<file path="config.mk">
export PLATFORM = sky130hd
export DESIGN_NAME = board_config_transfer_regs
export DESIGN_NICKNAME = d
export VERILOG_FILES = /design/src/verilog/cfg_xfer_pkg.sv /design/src/verilog/board_config_transfer_regs.sv /design/src/verilog/irq_event_bank.sv
export SDC_FILE = /design/constraint.sdc
export NUM_CORES = 1
export LEC_CHECK = 0
export BUFFER_PORTS_ARGS = -buffer_cell sky130_fd_sc_hd__buf_4
export CAP_MARGIN = 20
export CORE_AREA = 2 2 103 105
export DETAILED_ROUTE_END_ITERATION = 10
export DIE_AREA = 0 0 105 107
export PLACE_DENSITY = 0.83
export SETUP_SLACK_MARGIN = 0.02
export SLEW_MARGIN = 20
export SYNTH_ARGS = -nofsm -noshare
export SYNTH_HDL_FRONTEND = slang
export SYNTH_HIERARCHICAL = 1
export SYNTH_SLANG_ARGS = --single-unit
</file>
<file path="constraint.sdc">
create_clock -name clk_i -period 6.58 [get_ports clk_i]
set_input_delay 1.316 -clock clk_i [delete_from_list [all_inputs] [get_ports clk_i]]
set_output_delay 1.316 -clock clk_i [all_outputs]
set_load 0.05 [all_outputs]
</file>
<file path="src/verilog/cfg_xfer_pkg.sv">
// Constants, offsets and types for the board configuration transfer registers
package cfg_xfer_pkg;

    ////////////////////////////////////////////////////////////////////////
    // Bus geometry
    localparam int unsigned DATA_W = 32;
    localparam int unsigned ADDR_W = 5;
    localparam int unsigned BE_W = 4;

    ////////////////////////////////////////////////////////////////////////
    // Register byte offsets
    localparam logic [4:0] OFF_RETURN_DATA = 5'h00;
    localparam logic [4:0] OFF_OUTPUT_DATA = 5'h04;
    localparam logic [4:0] OFF_CONTROL = 5'h08;
    localparam logic [4:0] OFF_STATUS = 5'h0c;
    localparam logic [4:0] OFF_IRQ_STATUS = 5'h10;
    localparam logic [4:0] OFF_IRQ_MASK = 5'h14;

    ////////////////////////////////////////////////////////////////////////
    // Control register fields
    localparam int unsigned CTRL_START_BIT = 31;
    localparam int unsigned CTRL_DIR_BIT = 30;
    localparam int unsigned CTRL_FUNC_LSB = 20;
    localparam int unsigned CTRL_FUNC_W = 6;
    localparam int unsigned CTRL_DEV_LSB = 0;
    localparam int unsigned CTRL_DEV_W = 12;
    localparam logic DIR_READ = 1'b0;
    localparam logic DIR_WRITE = 1'b1;
    localparam logic [5:0] FUNC_CLOCK_GEN = 6'h01;
    localparam logic [11:0] DEV_CLOCK_GEN0 = 12'h000;
    localparam logic [11:0] DEV_CLOCK_GEN1 = 12'h001;
    localparam logic [11:0] DEV_CLOCK_GEN2 = 12'h002;

    ////////////////////////////////////////////////////////////////////////
    // Status register fields
    localparam int unsigned STAT_ERROR_BIT = 1;
    localparam int unsigned STAT_DONE_BIT = 0;

    ////////////////////////////////////////////////////////////////////////
    // Interrupt events
    localparam int unsigned EVT_W = 2;
    localparam int unsigned EVT_DONE = 0;
    localparam int unsigned EVT_ERROR = 1;

    ////////////////////////////////////////////////////////////////////////
    // Reset values
    localparam logic [31:0] DATA_RST = 32'h0000_0000;
    localparam logic DIR_RST = 1'b0;
    localparam logic [5:0] FUNC_RST = 6'h00;
    localparam logic [11:0] DEV_RST = 12'h000;
    localparam logic [1:0] EVT_RST = 2'h0;

    ////////////////////////////////////////////////////////////////////////
    // Bus answer states
    typedef enum logic [1:0] {
        BUS_IDLE = 2'b01,
        BUS_ANSWER = 2'b10
    } bus_state_t;

endpackage

</file>
<file path="src/verilog/board_config_transfer_regs.sv">
// Configuration transfer control and status registers, Avalon-MM slave
`timescale 1ns/1ps
module board_config_transfer_regs (
    // Clock and reset
    input wire logic clk_i,
    input wire logic nrst_i,
    // Avalon-MM slave
    input wire logic [cfg_xfer_pkg::ADDR_W-1:0] avs_address_i,
    input wire logic avs_read_i,
    input wire logic avs_write_i,
    input wire logic [cfg_xfer_pkg::DATA_W-1:0] avs_writedata_i,
    input wire logic [cfg_xfer_pkg::BE_W-1:0] avs_byteenable_i,
    output logic [cfg_xfer_pkg::DATA_W-1:0] avs_readdata_o,
    output logic avs_waitrequest_o,
    // Board management controller side
    output logic mgmt_req_o,
    input wire logic mgmt_ack_i,
    input wire logic mgmt_done_i,
    input wire logic mgmt_fail_i,
    input wire logic mgmt_rdata_we_i,
    input wire logic [cfg_xfer_pkg::DATA_W-1:0] mgmt_rdata_i,
    // Transfer parameters towards the controller
    output logic transfer_direction_o,
    output logic [cfg_xfer_pkg::CTRL_FUNC_W-1:0] function_o,
    output logic [cfg_xfer_pkg::CTRL_DEV_W-1:0] device_o,
    output logic [cfg_xfer_pkg::DATA_W-1:0] config_output_data_o,
    // Interrupt to software
    output logic irq_o
);
    import cfg_xfer_pkg::*;

    ////////////////////////////////////////////////////////////////////////
    // Helpers

    function automatic logic [31:0] be_merge(input logic [31:0] old_v,
                                             input logic [31:0] new_v,
                                             input logic [3:0] be);
        logic [31:0] r;
        r = old_v;
        for (int i = 0; i < 4; i++) begin
            if (be[i]) begin
                r[i*8 +: 8] = new_v[i*8 +: 8];
            end
        end
        return r;
    endfunction

    function automatic logic [31:0] be_mask(input logic [3:0] be);
        return {{8{be[3]}}, {8{be[2]}}, {8{be[1]}}, {8{be[0]}}};
    endfunction

    ////////////////////////////////////////////////////////////////////////
    // Reset release through two flops

    logic rst_meta_q;
    logic rst_n_q;

    always_ff @(posedge clk_i or negedge nrst_i) begin
        if (!nrst_i) begin
            rst_meta_q <= 1'b0;
            rst_n_q <= 1'b0;
        end else begin
            rst_meta_q <= 1'b1;
            rst_n_q <= rst_meta_q;
        end
    end

    ////////////////////////////////////////////////////////////////////////
    // Bus handshake: one wait cycle, answer in the second

    bus_state_t bus_q;
    bus_state_t bus_d;
    logic wait_q;
    logic wait_d;
    logic [31:0] rdata_q;
    logic [31:0] rdata_d;
    logic acc_wr;
    logic wr_ctrl;
    logic wr_out;
    logic wr_mask;
    logic wr_istat;
    logic wr_stat;
    logic [31:0] wmask;

    always_comb begin
        bus_d = bus_q;
        wait_d = 1'b1;
        case (bus_q)
            BUS_IDLE: begin
                if (avs_read_i || avs_write_i) begin
                    bus_d = BUS_ANSWER;
                    wait_d = 1'b0;
                end
            end
            BUS_ANSWER: begin
                bus_d = BUS_IDLE;
            end
            default: begin
                bus_d = BUS_IDLE;
            end
        endcase
    end

    // Write takes effect at the edge where waitrequest is sampled low
    assign acc_wr = avs_write_i && (bus_q == BUS_ANSWER);
    assign wr_ctrl = acc_wr && (avs_address_i == OFF_CONTROL);
    assign wr_out = acc_wr && (avs_address_i == OFF_OUTPUT_DATA);
    assign wr_mask = acc_wr && (avs_address_i == OFF_IRQ_MASK);
    assign wr_istat = acc_wr && (avs_address_i == OFF_IRQ_STATUS);
    assign wr_stat = acc_wr && (avs_address_i == OFF_STATUS);
    assign wmask = be_mask(avs_byteenable_i);

    ////////////////////////////////////////////////////////////////////////
    // Software registers

    logic dir_q;
    logic dir_d;
    logic [5:0] func_q;
    logic [5:0] func_d;
    logic [11:0] dev_q;
    logic [11:0] dev_d;
    logic [31:0] out_q;
    logic [31:0] out_d;
    logic [31:0] rtn_q;
    logic [31:0] rtn_d;
    logic [EVT_W-1:0] mask_q;
    logic [EVT_W-1:0] mask_d;
    logic req_q;
    logic req_d;
    logic done_q;
    logic done_d;
    logic err_q;
    logic err_d;
    logic start_wr;
    logic [31:0] ctrl_new;
    logic [31:0] ctrl_mrg;

    assign ctrl_new = be_merge(32'h0, avs_writedata_i, avs_byteenable_i);
    // Stored control fields in their word positions, merged per byte lane
    assign ctrl_mrg = be_merge({1'b0, dir_q, 4'h0, func_q, 8'h0, dev_q},
                               avs_writedata_i, avs_byteenable_i);
    assign start_wr = wr_ctrl && wmask[CTRL_START_BIT]
                      && ctrl_new[CTRL_START_BIT];

    always_comb begin
        dir_d = dir_q;
        func_d = func_q;
        dev_d = dev_q;
        if (wr_ctrl) begin
            // Reserved bits 29..26 and 19..12 are not stored
            dir_d = ctrl_mrg[CTRL_DIR_BIT];
            func_d = ctrl_mrg[CTRL_FUNC_LSB +: CTRL_FUNC_W];
            dev_d = ctrl_mrg[CTRL_DEV_LSB +: CTRL_DEV_W];
        end
        out_d = wr_out ? be_merge(out_q, avs_writedata_i,
                                  avs_byteenable_i) : out_q;
        // Only the controller loads returned data
        rtn_d = mgmt_rdata_we_i ? mgmt_rdata_i : rtn_q;
        mask_d = wr_mask ? ctrl_new[EVT_W-1:0] : mask_q;
        // Request held until the controller takes it, set wins
        req_d = start_wr || (req_q && !mgmt_ack_i);
        // Control write clears flags; end of transfer sets done, and error only on a failure
        // No software write path into the status flags
        done_d = mgmt_done_i || (done_q && !wr_ctrl);
        err_d = (mgmt_done_i && mgmt_fail_i)
                || (err_q && !wr_ctrl);
    end

    always_ff @(posedge clk_i or negedge rst_n_q) begin
        if (!rst_n_q) begin
            bus_q <= BUS_IDLE;
            wait_q <= 1'b1;
            rdata_q <= DATA_RST;
            dir_q <= DIR_RST;
            func_q <= FUNC_RST;
            dev_q <= DEV_RST;
            out_q <= DATA_RST;
            rtn_q <= DATA_RST;
            mask_q <= EVT_RST;
            req_q <= 1'b0;
            done_q <= 1'b0;
            err_q <= 1'b0;
        end else begin
            bus_q <= bus_d;
            wait_q <= wait_d;
            rdata_q <= rdata_d;
            dir_q <= dir_d;
            func_q <= func_d;
            dev_q <= dev_d;
            out_q <= out_d;
            rtn_q <= rtn_d;
            mask_q <= mask_d;
            req_q <= req_d;
            done_q <= done_d;
            err_q <= err_d;
        end
    end

    ////////////////////////////////////////////////////////////////////////
    // Interrupt events

    logic [EVT_W-1:0] evt;
    logic [EVT_W-1:0] iclr;
    logic [EVT_W-1:0] istat;

    always_comb begin
        evt = '0;
        evt[EVT_DONE] = mgmt_done_i;
        evt[EVT_ERROR] = mgmt_done_i && mgmt_fail_i;
        iclr = wr_istat ? ctrl_new[EVT_W-1:0] : '0;
    end

    irq_event_bank u_irq (
        .clk_i(clk_i),
        .rst_n_i(rst_n_q),
        .evt_i(evt),
        .clr_i(iclr),
        .mask_i(mask_q),
        .status_o(istat),
        .irq_o(irq_o)
    );

    ////////////////////////////////////////////////////////////////////////
    // Read data, captured in the wait cycle; unmapped reads return zero

    always_comb begin
        rdata_d = rdata_q;
        if (avs_read_i && (bus_q == BUS_IDLE)) begin
            rdata_d = 32'h0;
            case (avs_address_i)
                OFF_RETURN_DATA: rdata_d = rtn_q;
                OFF_OUTPUT_DATA: rdata_d = out_q;
                OFF_CONTROL: begin
                    rdata_d[CTRL_START_BIT] = req_q;
                    rdata_d[CTRL_DIR_BIT] = dir_q;
                    rdata_d[CTRL_FUNC_LSB +: CTRL_FUNC_W] = func_q;
                    rdata_d[CTRL_DEV_LSB +: CTRL_DEV_W] = dev_q;
                end
                OFF_STATUS: begin
                    rdata_d[STAT_ERROR_BIT] = err_q;
                    rdata_d[STAT_DONE_BIT] = done_q;
                end
                OFF_IRQ_STATUS: rdata_d[EVT_W-1:0] = istat;
                OFF_IRQ_MASK: rdata_d[EVT_W-1:0] = mask_q;
                default: rdata_d = 32'h0;
            endcase
        end
    end

    assign avs_readdata_o = rdata_q;
    assign avs_waitrequest_o = wait_q;
    assign mgmt_req_o = req_q;
    assign transfer_direction_o = dir_q;
    assign function_o = func_q;
    assign device_o = dev_q;
    assign config_output_data_o = out_q;
endmodule

</file>
<file path="src/verilog/irq_event_bank.sv">
// Sticky event flags, write-one-to-clear, masked onto one interrupt level
`timescale 1ns/1ps
module irq_event_bank (
    // Clock and reset
    input wire logic clk_i,
    input wire logic rst_n_i,
    // Events and software access
    input wire logic [cfg_xfer_pkg::EVT_W-1:0] evt_i,
    input wire logic [cfg_xfer_pkg::EVT_W-1:0] clr_i,
    input wire logic [cfg_xfer_pkg::EVT_W-1:0] mask_i,
    // State
    output logic [cfg_xfer_pkg::EVT_W-1:0] status_o,
    output logic irq_o
);
    import cfg_xfer_pkg::*;

    logic [EVT_W-1:0] stat_q;
    logic [EVT_W-1:0] stat_d;
    logic irq_q;
    logic irq_d;

    // Set wins over a clear in the same cycle
    always_comb begin
        stat_d = (stat_q & ~clr_i) | evt_i;
        irq_d = |(stat_d & mask_i);
    end

    always_ff @(posedge clk_i or negedge rst_n_i) begin
        if (!rst_n_i) begin
            stat_q <= EVT_RST;
            irq_q <= 1'b0;
        end else begin
            stat_q <= stat_d;
            irq_q <= irq_d;
        end
    end

    assign status_o = stat_q;
    assign irq_o = irq_q;
endmodule
</file>
==> results.yml <==
logic_synthesis:
  syn_area_um2: 5400
  synthCells: 399
  synth-simple-area-share: 0.0600
  synthArstFlopShare: 1.00
  synth_top_family_by_area: "multiplexers"
  synth_area_per_cell_um2: 13.5
  yosys.area_share.adder: 0
  synth-warning-count: 6
  ys_seq_area_frac: 0.593
  synth-edff-count: 0
  synthMuxAreaShare: 0.249
  ys_ff_latch: 128
  synth-xor-area-share: 0
  synth-compound-area-share: 0.0737
  ys.flop_type: "dfrtp_1"
  synth_cell_type_count: 31
  synth.net_count: 480
die:
  die_width_um: 105
  core_area_um2: 10100
  dieArea_um2: 11200
  initial_utilization: 0.535
  fp.dieH_um: 107
  ios: 167
  rows: 37
route:
  dr.pass1.iters: 4
  num_vias: 3930
  ant_nets: 0
  viasPerCell: 5.48
  wl_per_cell_um: 19.3
  drt-total-wl_mm: 13.8
  drcViolationCount: 0
  drt_iter0_markers: 156
placed_design:
  portBuffers: 166
  dp_hpwl_mm: 9.35
  place_congestion: 0.786
min_path:
  holdPathEnd: "rst_n_q"
  hold_class: "reg -> reg"
  holdPathStages: 0
  hp-start: "rst_meta_q"
critical_path:
  cp.required_ns: 6.94
  crit_arrival_ns: 3.05
  reg2reg_slack_ns: 4.58
  max_stage_delay_ns: 0.71
  start_kind: "input pin"
  worst-path-max-fanout: 39
  worstReg2RegStart: "bus_q[0]"
  critPathKind: "in -> reg"
  crit_chain: "buf_4, clkinv_1, a32oi_1, o21ai_0"
  cpMaxStageDelayCell: "clkinv_1"
  reg2reg_to: "avs_readdata_o[17]"
  rr_worst_depth: 4
  setup.worst_path.end_class: "flip-flop"
clock_network:
  clkTransAtPathRegs_ns: 0.06
  cts.sink_count: 128
  cts_made_buffers: 17
  cts_max_path_buffers: 2
  cts_root_buffer: "clkbuf_8"
  ctsResizeCount: 0
  htree_levels: 4
  clk_latency_ns: 0.52
  postCtsHoldBufs: 0
  cts_setup_buffers: 0
  cts_tree: "yes"
timing:
  tightest_slew_ns: 0.842
  slew_headroom: 0.439
  tns_ns: 0
  worst_clock_skew_ns: 0.00416
  max_freq_mhz: 371
  min_period_over_period: 0.410
  setup_violations: 0
  final_max_slew_viol_count: 0
  period_needed_ns: 2.70
  rsz0062_at_grt: "no"
  finalHoldViolations: 0
layout:
  layout_common_cells: "buf_4 (170), dfrtp_1 (125), mux2_2 (107)"
  multi_input_area_um2: 2070
  final_common_cell: "buf_4"
  nFillCells: 685
  layout.nets: 649
  register_area_um2: 3210
  area_growth_pct: 35.7
  diodes: 0
  drive_gt1_frac: 0.542
grt:
  antenna_found_initial: 0
  grtUsageTotal: 0.253
  grt_pass1_vias: 4090
  grt_remaining_overflow: 0
  grt_max_degree: 66
  grt_pass1_wl_mm: 21.8
power_and_ir_drop:
  cellLeakagePower_nw: 3.61
  p_total_mw: 2.22
  peakVddDrop_mv: 0.203
  p_per_area_nw_per_um2: 303
run:
  maxCapViolations: 0
status:
  outcome: "completed"
==> cell type report <==
cell class | instances | share of cell area
Tap cell | 136 | 0.0232
Inverter | 10 | 0.00512
Sequential cell | 128 | 0.438
Clock buffer | 26 | 0.0666
Timing Repair Buffer | 170 | 0.174
Clock inverter | 6 | 0.0109
Multi-Input combinational cell | 241 | 0.282
==> power by group <==
group          switching [mW]  internal, mW  total (mW)  leakage, nW
Clock                   0.317         0.577       0.894        0.283
Sequential             0.0536         0.861       0.914         1.65
Combinational           0.260         0.151       0.411         1.67
==> through the flow <==
stage | util | area [um^2] | cells | setup WS [ns] | hold slack (ns)
2_1_floorplan | - | 5400 | 399 | 2.75 | 0.331
3_5_place_dp | 0.670 | 6760 | 685 | 3.37 | 0.345
5_1_grt | 0.727 | 7330 | 717 | 3.78 | 0.371
6_report | 0.727 | 7330 | 717 | 3.88 | 0.357
3_3_place_gp | 0.670 | 6760 | 685 | 3.44 | 0.338
4_1_cts | 0.727 | 7330 | 717 | 3.90 | 0.358
==> synth_stat cells, types with 2 or more instances <==
library cell  number  share of area
dfrtp_1          126           0.58
clkbuf_1           9         0.0063
o21ai_0           32          0.030
buf_1              3         0.0021
a21oi_1            4         0.0037
buf_2              7         0.0065
a22oi_1            2         0.0028
inv_1              9         0.0063
a32oi_1           18          0.029
nor2_1             4         0.0028
mux2_2           107           0.22
nand3_1            4         0.0037
mux2i_1           14          0.026
nand2_1           34          0.024
nand3_2            5         0.0093
a21o_1             4         0.0056
and2_1             2         0.0023
dfstp_2            2         0.0097
==> state kept, by name (all words and copies together), names as in the netlist, 2 cells and up <==
register	flops
avs_readdata_o	32
bus_q	2
config_output_data_o	32
device_o	12
function_o	6
mask_q	2
rtn_q	32
u_irq/status_o	2
==> critical path, delay by kind of cell <==
kind,cells,cell delay [ns]
buffers and inverters,2,1.20
AO/OA/AOI/OAI,2,0.51
==> logic make-up (layout without fill, tap and decap cells) <==
group / Yosys count / in the layout
flip-flops: 128 / 128
multiplexers: 121 / 121
AO/OA/AOI/OAI: 62 / 62
AND/OR/NAND/NOR: 57 / 57
buffers and inverters: 30 / 212
other: 1 / 1
==> per-layer routing <==
layer / global-route usage / part of all wire
met5: 0 / 0
met4: 0.135 / 0.028
met3: 0.0517 / 0.047
met2: 0.418 / 0.51
met1: 0.316 / 0.42
==> how the worst max path moves through the flow <==
| stage | from | end | slack [ns] | cells after the start |
|---|---|---|---|---|
| after global placement | avs_address_i[2] | avs_readdata_o[31] | 3.44 | 4 |
| final | avs_address_i[2] | avs_readdata_o[7] | 3.88 | 4 |
| after floorplan | rst_n_q | avs_readdata_o[0] | 2.75 | 0 |
| after detailed placement | avs_address_i[2] | avs_readdata_o[7] | 3.37 | 4 |
| after CTS | avs_address_i[2] | avs_readdata_o[7] | 3.90 | 4 |
| after global routing | avs_address_i[2] | avs_readdata_o[7] | 3.78 | 4 |
(Power assumes the default switching activity.)
